## src/rtl/dbg_status_pkg.sv

```systemverilog
// Package for the debug trace status and control block
// Assumes a byte-wide register file behind a 32-bit classic Wishbone slave
package dbg_status_pkg;
  // Printed offsets are register indices; byte address is four times the index
  localparam logic [7:0] IDX_DEBUG_ARM_CONTROL = 8'h20;
  localparam logic [7:0] IDX_DEBUG_STATUS = 8'h21;
  localparam logic [7:0] IDX_TRACE_CONTROL = 8'h22;
  localparam logic [7:0] IDX_COMPARATOR_MATCH_CONTROL = 8'h23;
  localparam logic [7:0] IDX_TRACE_COUNT = 8'h26;
  localparam logic [7:0] IDX_IRQ_STATUS = 8'h30;
  localparam logic [7:0] IDX_IRQ_MASK = 8'h31;
  // Field positions
  localparam int ARM_BIT = 7;
  localparam int FULL_BIT = 7;
  localparam int TSRC_BIT = 6;
  localparam int ALIGN_BIT = 0;
  localparam int IRQ_FULL_BIT = 0;
  localparam int IRQ_END_BIT = 1;
  // Reset values
  localparam logic [7:0] TRACE_CONTROL_RST = 8'h00;
  localparam logic [1:0] MATCH_MAP_RST = 2'h0;
  localparam logic [1:0] IRQ_RST = 2'h0;
  // Masks of writable bits
  localparam logic [7:0] TCR_MODE_ALIGN_MASK = 8'h0d;
  // Trace capacity in lines
  localparam int TRACE_LINES = 64;

  // Sequencer states, plain binary codes 1..4 along state1 -> state2 -> state3 -> final
  typedef enum logic [2:0] {
    SEQ_STATE0 = 3'h0,
    SEQ_STATE1 = 3'h1,
    SEQ_STATE2 = 3'h2,
    SEQ_STATE3 = 3'h3,
    SEQ_FINAL = 3'h4
  } seq_state_t;

  typedef enum logic [1:0] {
    TRC_NORMAL = 2'h0,
    TRC_LOOP_SUPPRESS = 2'h1,
    TRC_DETAIL = 2'h2,
    TRC_COMPRESSED_PC = 2'h3
  } trace_mode_t;

  typedef enum logic [1:0] {
    MAP_A_B = 2'h0,
    MAP_INSIDE = 2'h1,
    MAP_OUTSIDE = 2'h2,
    MAP_RESERVED = 2'h3
  } match_map_t;

  typedef struct packed {
    logic trace_source_enable;
    trace_mode_t trace_mode_select;
    logic trigger_align;
  } trace_control_t;

  typedef struct packed {
    logic match0;
    logic match1;
  } match_out_t;
endpackage

```

## src/rtl/debug_trace_status_control.sv

```systemverilog
// Debug trace status and control registers with sequencer and match mapping
// Assumes comparator hits, line stores and session events come synchronous to ref_clk
// Functional notes
// - Full flag sets once 64 or more lines stored since arming.
// - Full flag clears on arming write (arm bit 1) and power-on reset only.
// - Full flag also shows at bit 7 of trace count.
// - Sequencer state field updates on every state transition in session.
// - Software disarm keeps state field at last reached state.
// - Internal session end returns sequencer to state0, field zero.
// - Arming enters state1, field forced to 001.
// - State codes 000..100 map state0..final; 101..111 reserved.
// - Debug status readable always; writes ignored.
// - Trace source requests traced session; refused and inhibited when secured.
// - Bit 6 writable unsecured and disarmed; bits 3,2,0 when disarmed.
// - Trace mode 00 normal, 01 loop suppress, 10 detail, 11 compressed.
// - Mode selects which entries the capture path stores.
// - Align 0 trigger at end, 1 trigger before storing.
// - Match control readable always, writable only while disarmed.
// - Match map 00 A/B, 01 inside, 10 outside, 11 reserved.
// - Arm bit arms and enters state1; clears when session completes.
//
// Local design decision: register access over Wishbone.
`timescale 1ns/1ns
module debug_trace_status_control #(
  parameter int CNT_W = 6
) (
  // Clock and resets
  input wire logic ref_clk,
  input wire logic rst_n,
  input wire logic por_n,
  // Wishbone slave
  input wire logic wb_cyc_i,
  input wire logic wb_stb_i,
  input wire logic wb_we_i,
  input wire logic [9:0] wb_adr_i,
  input wire logic [3:0] wb_sel_i,
  input wire logic [31:0] wb_dat_i,
  output logic [31:0] wb_dat_o,
  output logic wb_ack_o,
  // System and sequencer events
  input wire logic secured,
  input wire logic line_stored,
  input wire logic seq_advance,
  input wire logic seq_to_final,
  input wire logic session_done,
  input wire logic comp_a_hit,
  input wire logic comp_b_hit,
  input wire logic addr_in_range,
  // Capture path control, match and status outputs
  output logic trace_enable,
  output logic store_cof,
  output logic drop_redundant,
  output logic store_detail,
  output logic store_pc,
  output logic trigger_at_start,
  output dbg_status_pkg::match_out_t match_o,
  output logic armed,
  output logic irq
);
  initial
  begin
    if (CNT_W != 6) $error("CNT_W must be 6 for 64 lines");
  end

  logic [CNT_W-1:0] count_r;
  logic full_r;
  logic armed_r;
  dbg_status_pkg::seq_state_t state_r, state_nxt;
  dbg_status_pkg::trace_control_t tcr_r;
  logic [1:0] map_r;
  logic [1:0] irq_stat_r, irq_mask_r;
  logic ack_r;
  logic [31:0] rdata_r;

  wire bus_req = wb_cyc_i && wb_stb_i && !ack_r;
  wire [7:0] idx = wb_adr_i[9:2];
  wire lane0 = wb_sel_i[0];
  wire wr = bus_req && wb_we_i && lane0;
  wire [7:0] wd = wb_dat_i[7:0];
  wire wr_arm = wr && idx == dbg_status_pkg::IDX_DEBUG_ARM_CONTROL;
  wire wr_tcr = wr && idx == dbg_status_pkg::IDX_TRACE_CONTROL;
  wire wr_map = wr && idx == dbg_status_pkg::IDX_COMPARATOR_MATCH_CONTROL;
  wire wr_istat = wr && idx == dbg_status_pkg::IDX_IRQ_STATUS;
  wire wr_imask = wr && idx == dbg_status_pkg::IDX_IRQ_MASK;
  wire arm_set = wr_arm && wd[dbg_status_pkg::ARM_BIT];
  wire arm_clr = wr_arm && !wd[dbg_status_pkg::ARM_BIT];
  wire count_wrap = armed_r && line_stored && (&count_r);
  wire end_evt = armed_r && session_done && !arm_set;

  wire [7:0] status_rd = {full_r, 4'h0, state_r};
  wire [7:0] count_rd = {full_r, 1'b0, count_r};
  wire [7:0] tcr_rd = {1'b0, tcr_r.trace_source_enable, 2'h0, tcr_r.trace_mode_select, 1'b0, tcr_r.trigger_align};
  logic [7:0] rd_mux;
  always_comb
  begin
    if (idx == dbg_status_pkg::IDX_DEBUG_ARM_CONTROL) rd_mux = {armed_r, 7'h00};
    else if (idx == dbg_status_pkg::IDX_DEBUG_STATUS) rd_mux = status_rd;
    else if (idx == dbg_status_pkg::IDX_TRACE_CONTROL) rd_mux = tcr_rd;
    else if (idx == dbg_status_pkg::IDX_COMPARATOR_MATCH_CONTROL) rd_mux = {6'h00, map_r};
    else if (idx == dbg_status_pkg::IDX_TRACE_COUNT) rd_mux = count_rd;
    else if (idx == dbg_status_pkg::IDX_IRQ_STATUS) rd_mux = {6'h00, irq_stat_r};
    else if (idx == dbg_status_pkg::IDX_IRQ_MASK) rd_mux = {6'h00, irq_mask_r};
    else rd_mux = 8'h00;
  end

  // One wait-free cycle: ack the cycle after the strobe, drop it next
  always_ff @(posedge ref_clk or negedge rst_n)
  begin
    if (!rst_n)
    begin
      ack_r <= 1'b0;
      rdata_r <= 32'h0;
    end
    else
    begin
      ack_r <= bus_req;
      rdata_r <= {24'h0, rd_mux};
    end
  end
  assign wb_ack_o = ack_r;
  assign wb_dat_o = rdata_r;

  always_ff @(posedge ref_clk or negedge por_n)
  begin
    if (!por_n)
    begin
      full_r <= 1'b0;
      count_r <= '0;
    end
    else if (arm_set)
    begin
      full_r <= 1'b0;
      count_r <= '0;
    end
    else if (armed_r && line_stored)
    begin
      count_r <= count_r + 1'b1;
      if (count_wrap) full_r <= 1'b1;
    end
  end

  always_comb
  begin
    state_nxt = state_r;
    if (arm_set) state_nxt = dbg_status_pkg::SEQ_STATE1;
    else if (end_evt) state_nxt = dbg_status_pkg::SEQ_STATE0;
    else if (armed_r && !arm_clr)
    begin
      case (state_r)
        dbg_status_pkg::SEQ_STATE1:
        begin
          if (seq_to_final) state_nxt = dbg_status_pkg::SEQ_FINAL;
          else if (seq_advance) state_nxt = dbg_status_pkg::SEQ_STATE2;
        end
        dbg_status_pkg::SEQ_STATE2:
        begin
          if (seq_to_final) state_nxt = dbg_status_pkg::SEQ_FINAL;
          else if (seq_advance) state_nxt = dbg_status_pkg::SEQ_STATE3;
        end
        dbg_status_pkg::SEQ_STATE3:
        begin
          if (seq_advance || seq_to_final) state_nxt = dbg_status_pkg::SEQ_FINAL;
        end
        dbg_status_pkg::SEQ_STATE0, dbg_status_pkg::SEQ_FINAL: state_nxt = state_r;
        default: state_nxt = dbg_status_pkg::SEQ_STATE0;
      endcase
    end
  end

  always_ff @(posedge ref_clk or negedge rst_n)
  begin
    if (!rst_n)
    begin
      armed_r <= 1'b0;
      state_r <= dbg_status_pkg::SEQ_STATE0;
    end
    else
    begin
      armed_r <= arm_set ? 1'b1 : (arm_clr || end_evt) ? 1'b0 : armed_r;
      state_r <= state_nxt;
    end
  end

  always_ff @(posedge ref_clk or negedge rst_n)
  begin
    if (!rst_n)
    begin
      tcr_r <= dbg_status_pkg::TRACE_CONTROL_RST[3:0];
      map_r <= dbg_status_pkg::MATCH_MAP_RST;
    end
    else
    begin
      if (wr_tcr && !armed_r && !secured) tcr_r.trace_source_enable <= wd[dbg_status_pkg::TSRC_BIT];
      else if (secured) tcr_r.trace_source_enable <= 1'b0;
      if (wr_tcr && !armed_r)
      begin
        tcr_r.trace_mode_select <= dbg_status_pkg::trace_mode_t'(wd[3:2]);
        tcr_r.trigger_align <= wd[dbg_status_pkg::ALIGN_BIT];
      end
      if (wr_map && !armed_r) map_r <= wd[1:0];
    end
  end

  // Event flags; a set in the clear cycle wins
  wire [1:0] irq_set = {end_evt, count_wrap && !full_r};
  always_ff @(posedge ref_clk or negedge rst_n)
  begin
    if (!rst_n)
    begin
      irq_stat_r <= dbg_status_pkg::IRQ_RST;
      irq_mask_r <= dbg_status_pkg::IRQ_RST;
    end
    else
    begin
      irq_stat_r <= (irq_stat_r & ~(wr_istat ? wd[1:0] : 2'h0)) | irq_set;
      if (wr_imask) irq_mask_r <= wd[1:0];
    end
  end
  assign irq = |(irq_stat_r & irq_mask_r);

  assign trace_enable = tcr_r.trace_source_enable && !secured && armed_r;
  assign store_cof = trace_enable && (tcr_r.trace_mode_select == dbg_status_pkg::TRC_NORMAL
    || tcr_r.trace_mode_select == dbg_status_pkg::TRC_LOOP_SUPPRESS);
  assign drop_redundant = trace_enable && tcr_r.trace_mode_select == dbg_status_pkg::TRC_LOOP_SUPPRESS;
  assign store_detail = trace_enable && tcr_r.trace_mode_select == dbg_status_pkg::TRC_DETAIL;
  assign store_pc = trace_enable && tcr_r.trace_mode_select == dbg_status_pkg::TRC_COMPRESSED_PC;
  assign trigger_at_start = tcr_r.trigger_align;
  assign armed = armed_r;

  // match mapping; reserved code acts as 00
  wire map_range = map_r == dbg_status_pkg::MAP_INSIDE || map_r == dbg_status_pkg::MAP_OUTSIDE;
  assign match_o.match0 = map_r == dbg_status_pkg::MAP_INSIDE ? addr_in_range :
    map_r == dbg_status_pkg::MAP_OUTSIDE ? !addr_in_range : comp_a_hit;
  assign match_o.match1 = map_range ? 1'b0 : comp_b_hit;

  // buffer reads depend on software ordering only; nothing enforced here

  property p_arm_state1;
    @(posedge ref_clk) disable iff (!rst_n) arm_set |=> (state_r == dbg_status_pkg::SEQ_STATE1 && armed_r);
  endproperty
  a_arm_state1: assert property (p_arm_state1) else $error("arm did not enter state1");
  property p_full_clear;
    @(posedge ref_clk) disable iff (!por_n) arm_set |=> !full_r;
  endproperty
  a_full_clear: assert property (p_full_clear) else $error("full flag not cleared by arm");
  property p_full_set;
    @(posedge ref_clk) disable iff (!por_n) (count_wrap && !arm_set) |=> full_r;
  endproperty
  a_full_set: assert property (p_full_set) else $error("full flag missed 64 lines");
  property p_mirror;
    @(posedge ref_clk) disable iff (!rst_n) status_rd[7] == count_rd[7];
  endproperty
  a_mirror: assert property (p_mirror) else $error("full flag mirror mismatch");
  property p_no_reserved;
    @(posedge ref_clk) disable iff (!rst_n) state_r <= dbg_status_pkg::SEQ_FINAL;
  endproperty
  a_no_reserved: assert property (p_no_reserved) else $error("reserved sequencer code");
  property p_disarm_keep;
    @(posedge ref_clk) disable iff (!rst_n) (armed_r && arm_clr && !end_evt) |=> state_r == $past(state_r);
  endproperty
  a_disarm_keep: assert property (p_disarm_keep) else $error("disarm altered state field");
  property p_end_state0;
    @(posedge ref_clk) disable iff (!rst_n) end_evt |=> (state_r == dbg_status_pkg::SEQ_STATE0 && !armed_r);
  endproperty
  a_end_state0: assert property (p_end_state0) else $error("internal end not state0");
  property p_secure_src;
    @(posedge ref_clk) disable iff (!rst_n) secured |=> !tcr_r.trace_source_enable && !trace_enable;
  endproperty
  a_secure_src: assert property (p_secure_src) else $error("trace source set while secured");
  property p_map_locked;
    @(posedge ref_clk) disable iff (!rst_n) armed_r && !arm_clr && !end_evt |=> $stable(map_r);
  endproperty
  a_map_locked: assert property (p_map_locked) else $error("match control changed while armed");
  property p_range_map;
    @(posedge ref_clk) disable iff (!rst_n) map_range |-> !match_o.match1;
  endproperty
  a_range_map: assert property (p_range_map) else $error("match1 active in range mode");

  property p_ack_answer;
    @(posedge ref_clk) disable iff (!rst_n) (wb_cyc_i && wb_stb_i && !wb_ack_o) |=> wb_ack_o;
  endproperty
  a_ack_answer: assert property (p_ack_answer) else $error("request not acknowledged");

  property p_status_read;
    @(posedge ref_clk) disable iff (!rst_n)
      (bus_req && !wb_we_i && idx == dbg_status_pkg::IDX_DEBUG_STATUS) |=> wb_dat_o[7:0] == $past(status_rd);
  endproperty
  a_status_read: assert property (p_status_read) else $error("status read data wrong");

  property p_count_read;
    @(posedge ref_clk) disable iff (!rst_n)
      (bus_req && !wb_we_i && idx == dbg_status_pkg::IDX_TRACE_COUNT) |=> wb_dat_o[7] == $past(full_r);
  endproperty
  a_count_read: assert property (p_count_read) else $error("count read lost full flag");

  property p_full_hold;
    @(posedge ref_clk) disable iff (!por_n) (full_r && !arm_set) |=> full_r;
  endproperty
  a_full_hold: assert property (p_full_hold) else $error("full flag dropped without arm");

  property p_count_step;
    @(posedge ref_clk) disable iff (!por_n)
      (armed_r && line_stored && !arm_set) |=> count_r == CNT_W'($past(count_r) + 1'b1);
  endproperty
  a_count_step: assert property (p_count_step) else $error("line count did not step");

  property p_state_step;
    @(posedge ref_clk) disable iff (!rst_n) (armed_r && !arm_set && !arm_clr && !end_evt
      && state_r == dbg_status_pkg::SEQ_STATE1 && seq_advance && !seq_to_final) |=> state_r == dbg_status_pkg::SEQ_STATE2;
  endproperty
  a_state_step: assert property (p_state_step) else $error("sequencer missed advance");

  property p_final_jump;
    @(posedge ref_clk) disable iff (!rst_n) (armed_r && !arm_set && !arm_clr && !end_evt && seq_to_final
      && state_r != dbg_status_pkg::SEQ_STATE0 && state_r != dbg_status_pkg::SEQ_FINAL) |=> state_r == dbg_status_pkg::SEQ_FINAL;
  endproperty
  a_final_jump: assert property (p_final_jump) else $error("sequencer missed final jump");

  property p_disarmed_hold;
    @(posedge ref_clk) disable iff (!rst_n) (!armed_r && !arm_set) |=> $stable(state_r);
  endproperty
  a_disarmed_hold: assert property (p_disarmed_hold) else $error("state moved while disarmed");

  property p_tsrc_locked;
    @(posedge ref_clk) disable iff (!rst_n) (armed_r && !secured) |=> $stable(tcr_r.trace_source_enable);
  endproperty
  a_tsrc_locked: assert property (p_tsrc_locked) else $error("trace source changed while armed");

  property p_mode_locked;
    @(posedge ref_clk) disable iff (!rst_n) armed_r |=> $stable(tcr_r.trace_mode_select) && $stable(tcr_r.trigger_align);
  endproperty
  a_mode_locked: assert property (p_mode_locked) else $error("trace mode changed while armed");

  property p_mode_decode;
    @(posedge ref_clk) disable iff (!rst_n)
      trace_enable |-> $onehot({store_cof && !drop_redundant, drop_redundant, store_detail, store_pc});
  endproperty
  a_mode_decode: assert property (p_mode_decode) else $error("capture decode not one hot");

  property p_secure_inhibit;
    @(posedge ref_clk) disable iff (!rst_n) secured |-> !trace_enable;
  endproperty
  a_secure_inhibit: assert property (p_secure_inhibit) else $error("tracing while secured");

  property p_map_a_b;
    @(posedge ref_clk) disable iff (!rst_n)
      map_r == dbg_status_pkg::MAP_A_B |-> (match_o.match0 == comp_a_hit && match_o.match1 == comp_b_hit);
  endproperty
  a_map_a_b: assert property (p_map_a_b) else $error("direct match mapping wrong");

  property p_disarm;
    @(posedge ref_clk) disable iff (!rst_n) (arm_clr && !arm_set) |=> !armed_r;
  endproperty
  a_disarm: assert property (p_disarm) else $error("disarm write ignored");

  c_arm: cover property (@(posedge ref_clk) disable iff (!rst_n) arm_set);
  c_final: cover property (@(posedge ref_clk) disable iff (!rst_n) state_r == dbg_status_pkg::SEQ_FINAL);
  c_full: cover property (@(posedge ref_clk) disable iff (!por_n) $rose(full_r));
  c_irq: cover property (@(posedge ref_clk) disable iff (!rst_n) $rose(irq));
  c_wrap: cover property (@(posedge ref_clk) disable iff (!por_n) count_wrap);
endmodule

```

## config.mk

```make
export PLATFORM = sky130hd
export DESIGN_NAME = debug_trace_status_control
export DESIGN_NICKNAME = d
export VERILOG_FILES = /design/src/rtl/dbg_status_pkg.sv /design/src/rtl/debug_trace_status_control.sv
export SDC_FILE = /design/constraint.sdc
export NUM_CORES = 1
export LEC_CHECK = 0
export BUFFER_PORTS_ARGS = -buffer_cell sky130_fd_sc_hd__buf_2
export CAP_MARGIN = 10
export CORE_UTILIZATION = 45
export CTS_CLUSTER_DIAMETER = 120
export CTS_CLUSTER_SIZE = 8
export DETAILED_ROUTE_END_ITERATION = 16
export PLACE_DENSITY = 0.9
export SLEW_MARGIN = 5
export SYNTH_ARGS = -nofsm -noshare
export SYNTH_HDL_FRONTEND = slang
export SYNTH_SLANG_ARGS = --single-unit
```

## constraint.sdc

```tcl
create_clock -name ref_clk -period 1.9 [get_ports ref_clk]
set_input_delay 0.38 -clock ref_clk [delete_from_list [all_inputs] [get_ports ref_clk]]
set_output_delay 0.38 -clock ref_clk [all_outputs]
set_load 0.005 [all_outputs]
```

==> impl_metrics.tcl <==
set metrics [dict create \
    grt_max_degree 24 \
    violations "setup timing" \
    grt_setup_unrepaired "true" \
    finalSetupViolCount 6 \
    dr_wl_met3_um 309 \
    dieHeight_um 66.4 \
    multi_input_area_mm2 0.00101 \
    worst_ep_arrival_time_ns 2.23 \
    first_pass_iters 6 \
    dpl.hpwl_um 3230 \
    synthArstFlopShare_pct 100 \
    ioPinCount 103 \
    vias_per_cell 5.38 \
    synth-main-ff-cell "dfrtp_1" \
    met1_length_um 1860 \
    layout-drive-gt1-share_pct 34.7 \
    antenna_found_initial 0 \
    regArea_um2 751 \
    synth_cells 195 \
    clkLatencyLatePin_ns 0.29 \
    avgSynthCellArea_um2 9.57 \
    cts_buffer_depth 2 \
    seq_area_frac_synth_pct 40.2 \
    routedWlPerCell_um 14.6 \
    clkTransAtPathRegs_ns 0.06 \
    ant_nets 0 \
    rows 23 \
    slew_headroom_pct 64.4 \
    hold_viol_final 0 \
    grt_pass1_vias 1529 \
    top_layer "met4" \
    synth_warnings 0 \
    startpoint_type "input pin" \
    p_leak_nw 1.17 \
    n_antenna_cell 0 \
    power_density_mw_per_mm2 593 \
    drt_iter0_markers 120 \
    synth_area_leaders "dfrtp_1 (40%), buf_4 (9.7%), mux2_2 (5.4%)" \
    final_util_pct 58.7 \
    drv_cap 0 \
    start_util_pct 46.7 \
    totalPowerFinal_mw 1.39 \
    cp-end-kind "register" \
    clock-sinks 30 \
    syn_area_mm2 0.00187 \
    finalInstanceArea_mm2 0.00235 \
    crit_type "in -> reg" \
    holdWs_ns 0.0678 \
    wirelength_um 4530 \
    tightest_slew_ns 0.534 \
    gp_congestion 0.868 \
    irDropWorstVdd_v 0.000248 \
    fmax_mhz 485 \
    critPathRequiredTime_ns 2.07 \
    placed_cell_area_mm2 0.00215 \
    nFillCells 349 \
    cts-root-buf "clkbuf_8" \
    gr-total-overflow 0 \
    drc 0 \
    skew_ns 0.00414 \
    fin_ws_ns -0.162 \
    pre_cts_ws_ns -0.557 \
    synth-seq-cells 30 \
    min_path_type "in -> async" \
    synth-edff-count 0 \
    fin_crit_sh_pct 109 \
    synth_cell_types 48 \
    wl_met2_um 2250 \
    post-route-min-period_ns 2.06 \
    portBuffers 47 \
    track_usage_pct 22.4 \
    numCtsBuffers 5 \
    cts_tree "yes" \
    yosys.area.top_type "dfrtp_1" \
    dieArea_mm2 0.00441 \
    finalNetCount 321 \
    grt_pass1_wl_um 7250 \
    via_count 1661 \
    outcome "finished, violations left" \
    area_delta_synth_final_pct 25.7 \
    path_max_fanout 4 \
    die_x_um 66.4 \
    htreeDepth 2 \
    coreArea_mm2 0.00400 \
    drv_slew 0 \
    synth_top_area_share_pct 40.2 \
]
==> routing by layer <==
metal	up-vias	track usage (%)
met5	-	0
met3	17	3.62
met1	785	27.7
li1	772	-
met2	87	38.8
met4	0	8.24
==> worst max-delay path, stage by stage <==
cell	delay, ns
buf_6	0.09
or4b_4	0.54
or4_4	0.56
nor3b_4	0.32
mux2_4	0.34
==> registers in the layout, summed over array words and instances (netlist names) <==
signal and count:
full_r 1, irq_stat_r 2, count_r 6, state_r 3
trigger_at_start 1, wb_dat_o 8, tcr_r 3, wb_ack_o 1
map_r 2, irq_mask_r 2, armed 1
==> final timing paths <==
check / depth (start not counted) / to / slack, ns / startpoint
worst max-delay path: 5 / trigger_at_start / -0.16 / wb_adr_i[8]
min in group ref_clk: 2 / tcr_r[1] / 0.33 / wb_dat_i[2]
worst min register to register: 1 / irq_stat_r[0] / 0.51 / full_r
worst min-delay path: 1 / wb_dat_o[1] / 0.07 / rst_n
max in group asynchronous: 2 / count_r[1] / 1.28 / por_n
worst max register to register: 4 / trigger_at_start / 0.02 / wb_ack_o
==> power breakdown <==
group          internal (mW)  leakage [nW]  switching, mW  total (mW)
combinational         0.0633         0.700         0.0801       0.143
clock                  0.365        0.0575          0.235       0.601
sequential             0.643         0.412        0.00506       0.648
total                   1.07          1.17          0.321        1.39
==> cell type report <==
class / instances / area share (%)
Clock buffer: 8 / 4.69
Inverter: 5 / 0.800
Multi-Input combinational cell: 152 / 43.2
Sequential cell: 30 / 32.0
Tap cell: 50 / 2.67
Timing Repair Buffer: 64 / 16.6
==> logic make-up (layout without fill, tap and decap cells) <==
| family | count (synthesis) | after routing | synth area share, % |
|---|---|---|---|
| DFF | 30 | 30 | 40.2 |
| xor gates and xnor gates | 5 | 5 | 2.35 |
| muxes | 13 | 13 | 7.57 |
| buffers and inverters | 36 | 77 | 12.5 |
| adders and majority gates | 4 | 4 | 2.55 |
| AOI/OAI and AO/OA | 29 | 29 | 11.1 |
| and+or+nand+nor | 77 | 77 | 23.5 |
| other | 1 | 24 | 0.201 |
==> placed cells by master (no fill, tap or decap), types with 2 or more instances in the layout <==
| cell type | instances |
|---|---|
| buf_4 | 15 |
| nand4_1 | 2 |
| or2_2 | 2 |
| nor2b_1 | 2 |
| a22o_1 | 3 |
| o21ai_0 | 5 |
| o2bb2ai_1 | 2 |
| and2_1 | 6 |
| a211oi_1 | 2 |
| buf_2 | 45 |
| inv_1 | 5 |
| dfrtp_1 | 30 |
| buf_6 | 2 |
| nor4b_1 | 2 |
| a31oi_1 | 2 |
| or4_1 | 3 |
| clkbuf_8 | 8 |
| mux2_2 | 4 |
| nand3_1 | 6 |
| nor3_1 | 3 |
| xor2_1 | 2 |
| and3_1 | 4 |
| mux2i_1 | 4 |
| a32oi_1 | 2 |
| ha_1 | 3 |
| nor2_1 | 15 |
| nor4_2 | 2 |
| a21oi_1 | 6 |
| conb_1 | 24 |
| mux2_4 | 5 |
| nand3b_1 | 2 |
| nand2b_1 | 4 |
| a32o_1 | 2 |
| nand2_1 | 14 |
| xnor2_1 | 3 |
==> synthesized netlist by cell type (all sizes together), types with 2 or more instances <==
master	instances
o2bb2ai	2
nand4	2
buf	25
clkbuf	6
a211oi	2
ha	3
nand3	6
inv	5
nand2	14
nor3	4
a31oi	2
and2	6
nor2b	3
dfrtp	30
xnor2	3
nor2	15
a32o	2
or4	4
a32oi	2
a21oi	6
nand3b	2
or2	2
mux2	9
nand2b	4
xor2	2
o21ai	5
a22o	3
nor4b	2
nor4	3
and3	4
mux2i	4
nor3b	2
==> timing repair <==
action	CTS	global route
hold buffers	1	0
setup buffers	2	1
endpoints found under the setup margin	7	18
gates resized for setup	8	4
gates cloned	0	0
pin swaps	4	1
hold endpoints to repair	7	0
==> metrics by stage <==
stage / TNS, ns / cells
4_1_cts: -0.868 / 308
3_5_place_dp: -7.22 / 297
5_1_grt: -1.15 / 309
6_report: -0.917 / 309
3_3_place_gp: -6.28 / 297
2_1_floorplan: -3.07 / 218
No activity file was read; power rests on OpenSTA's default activity.
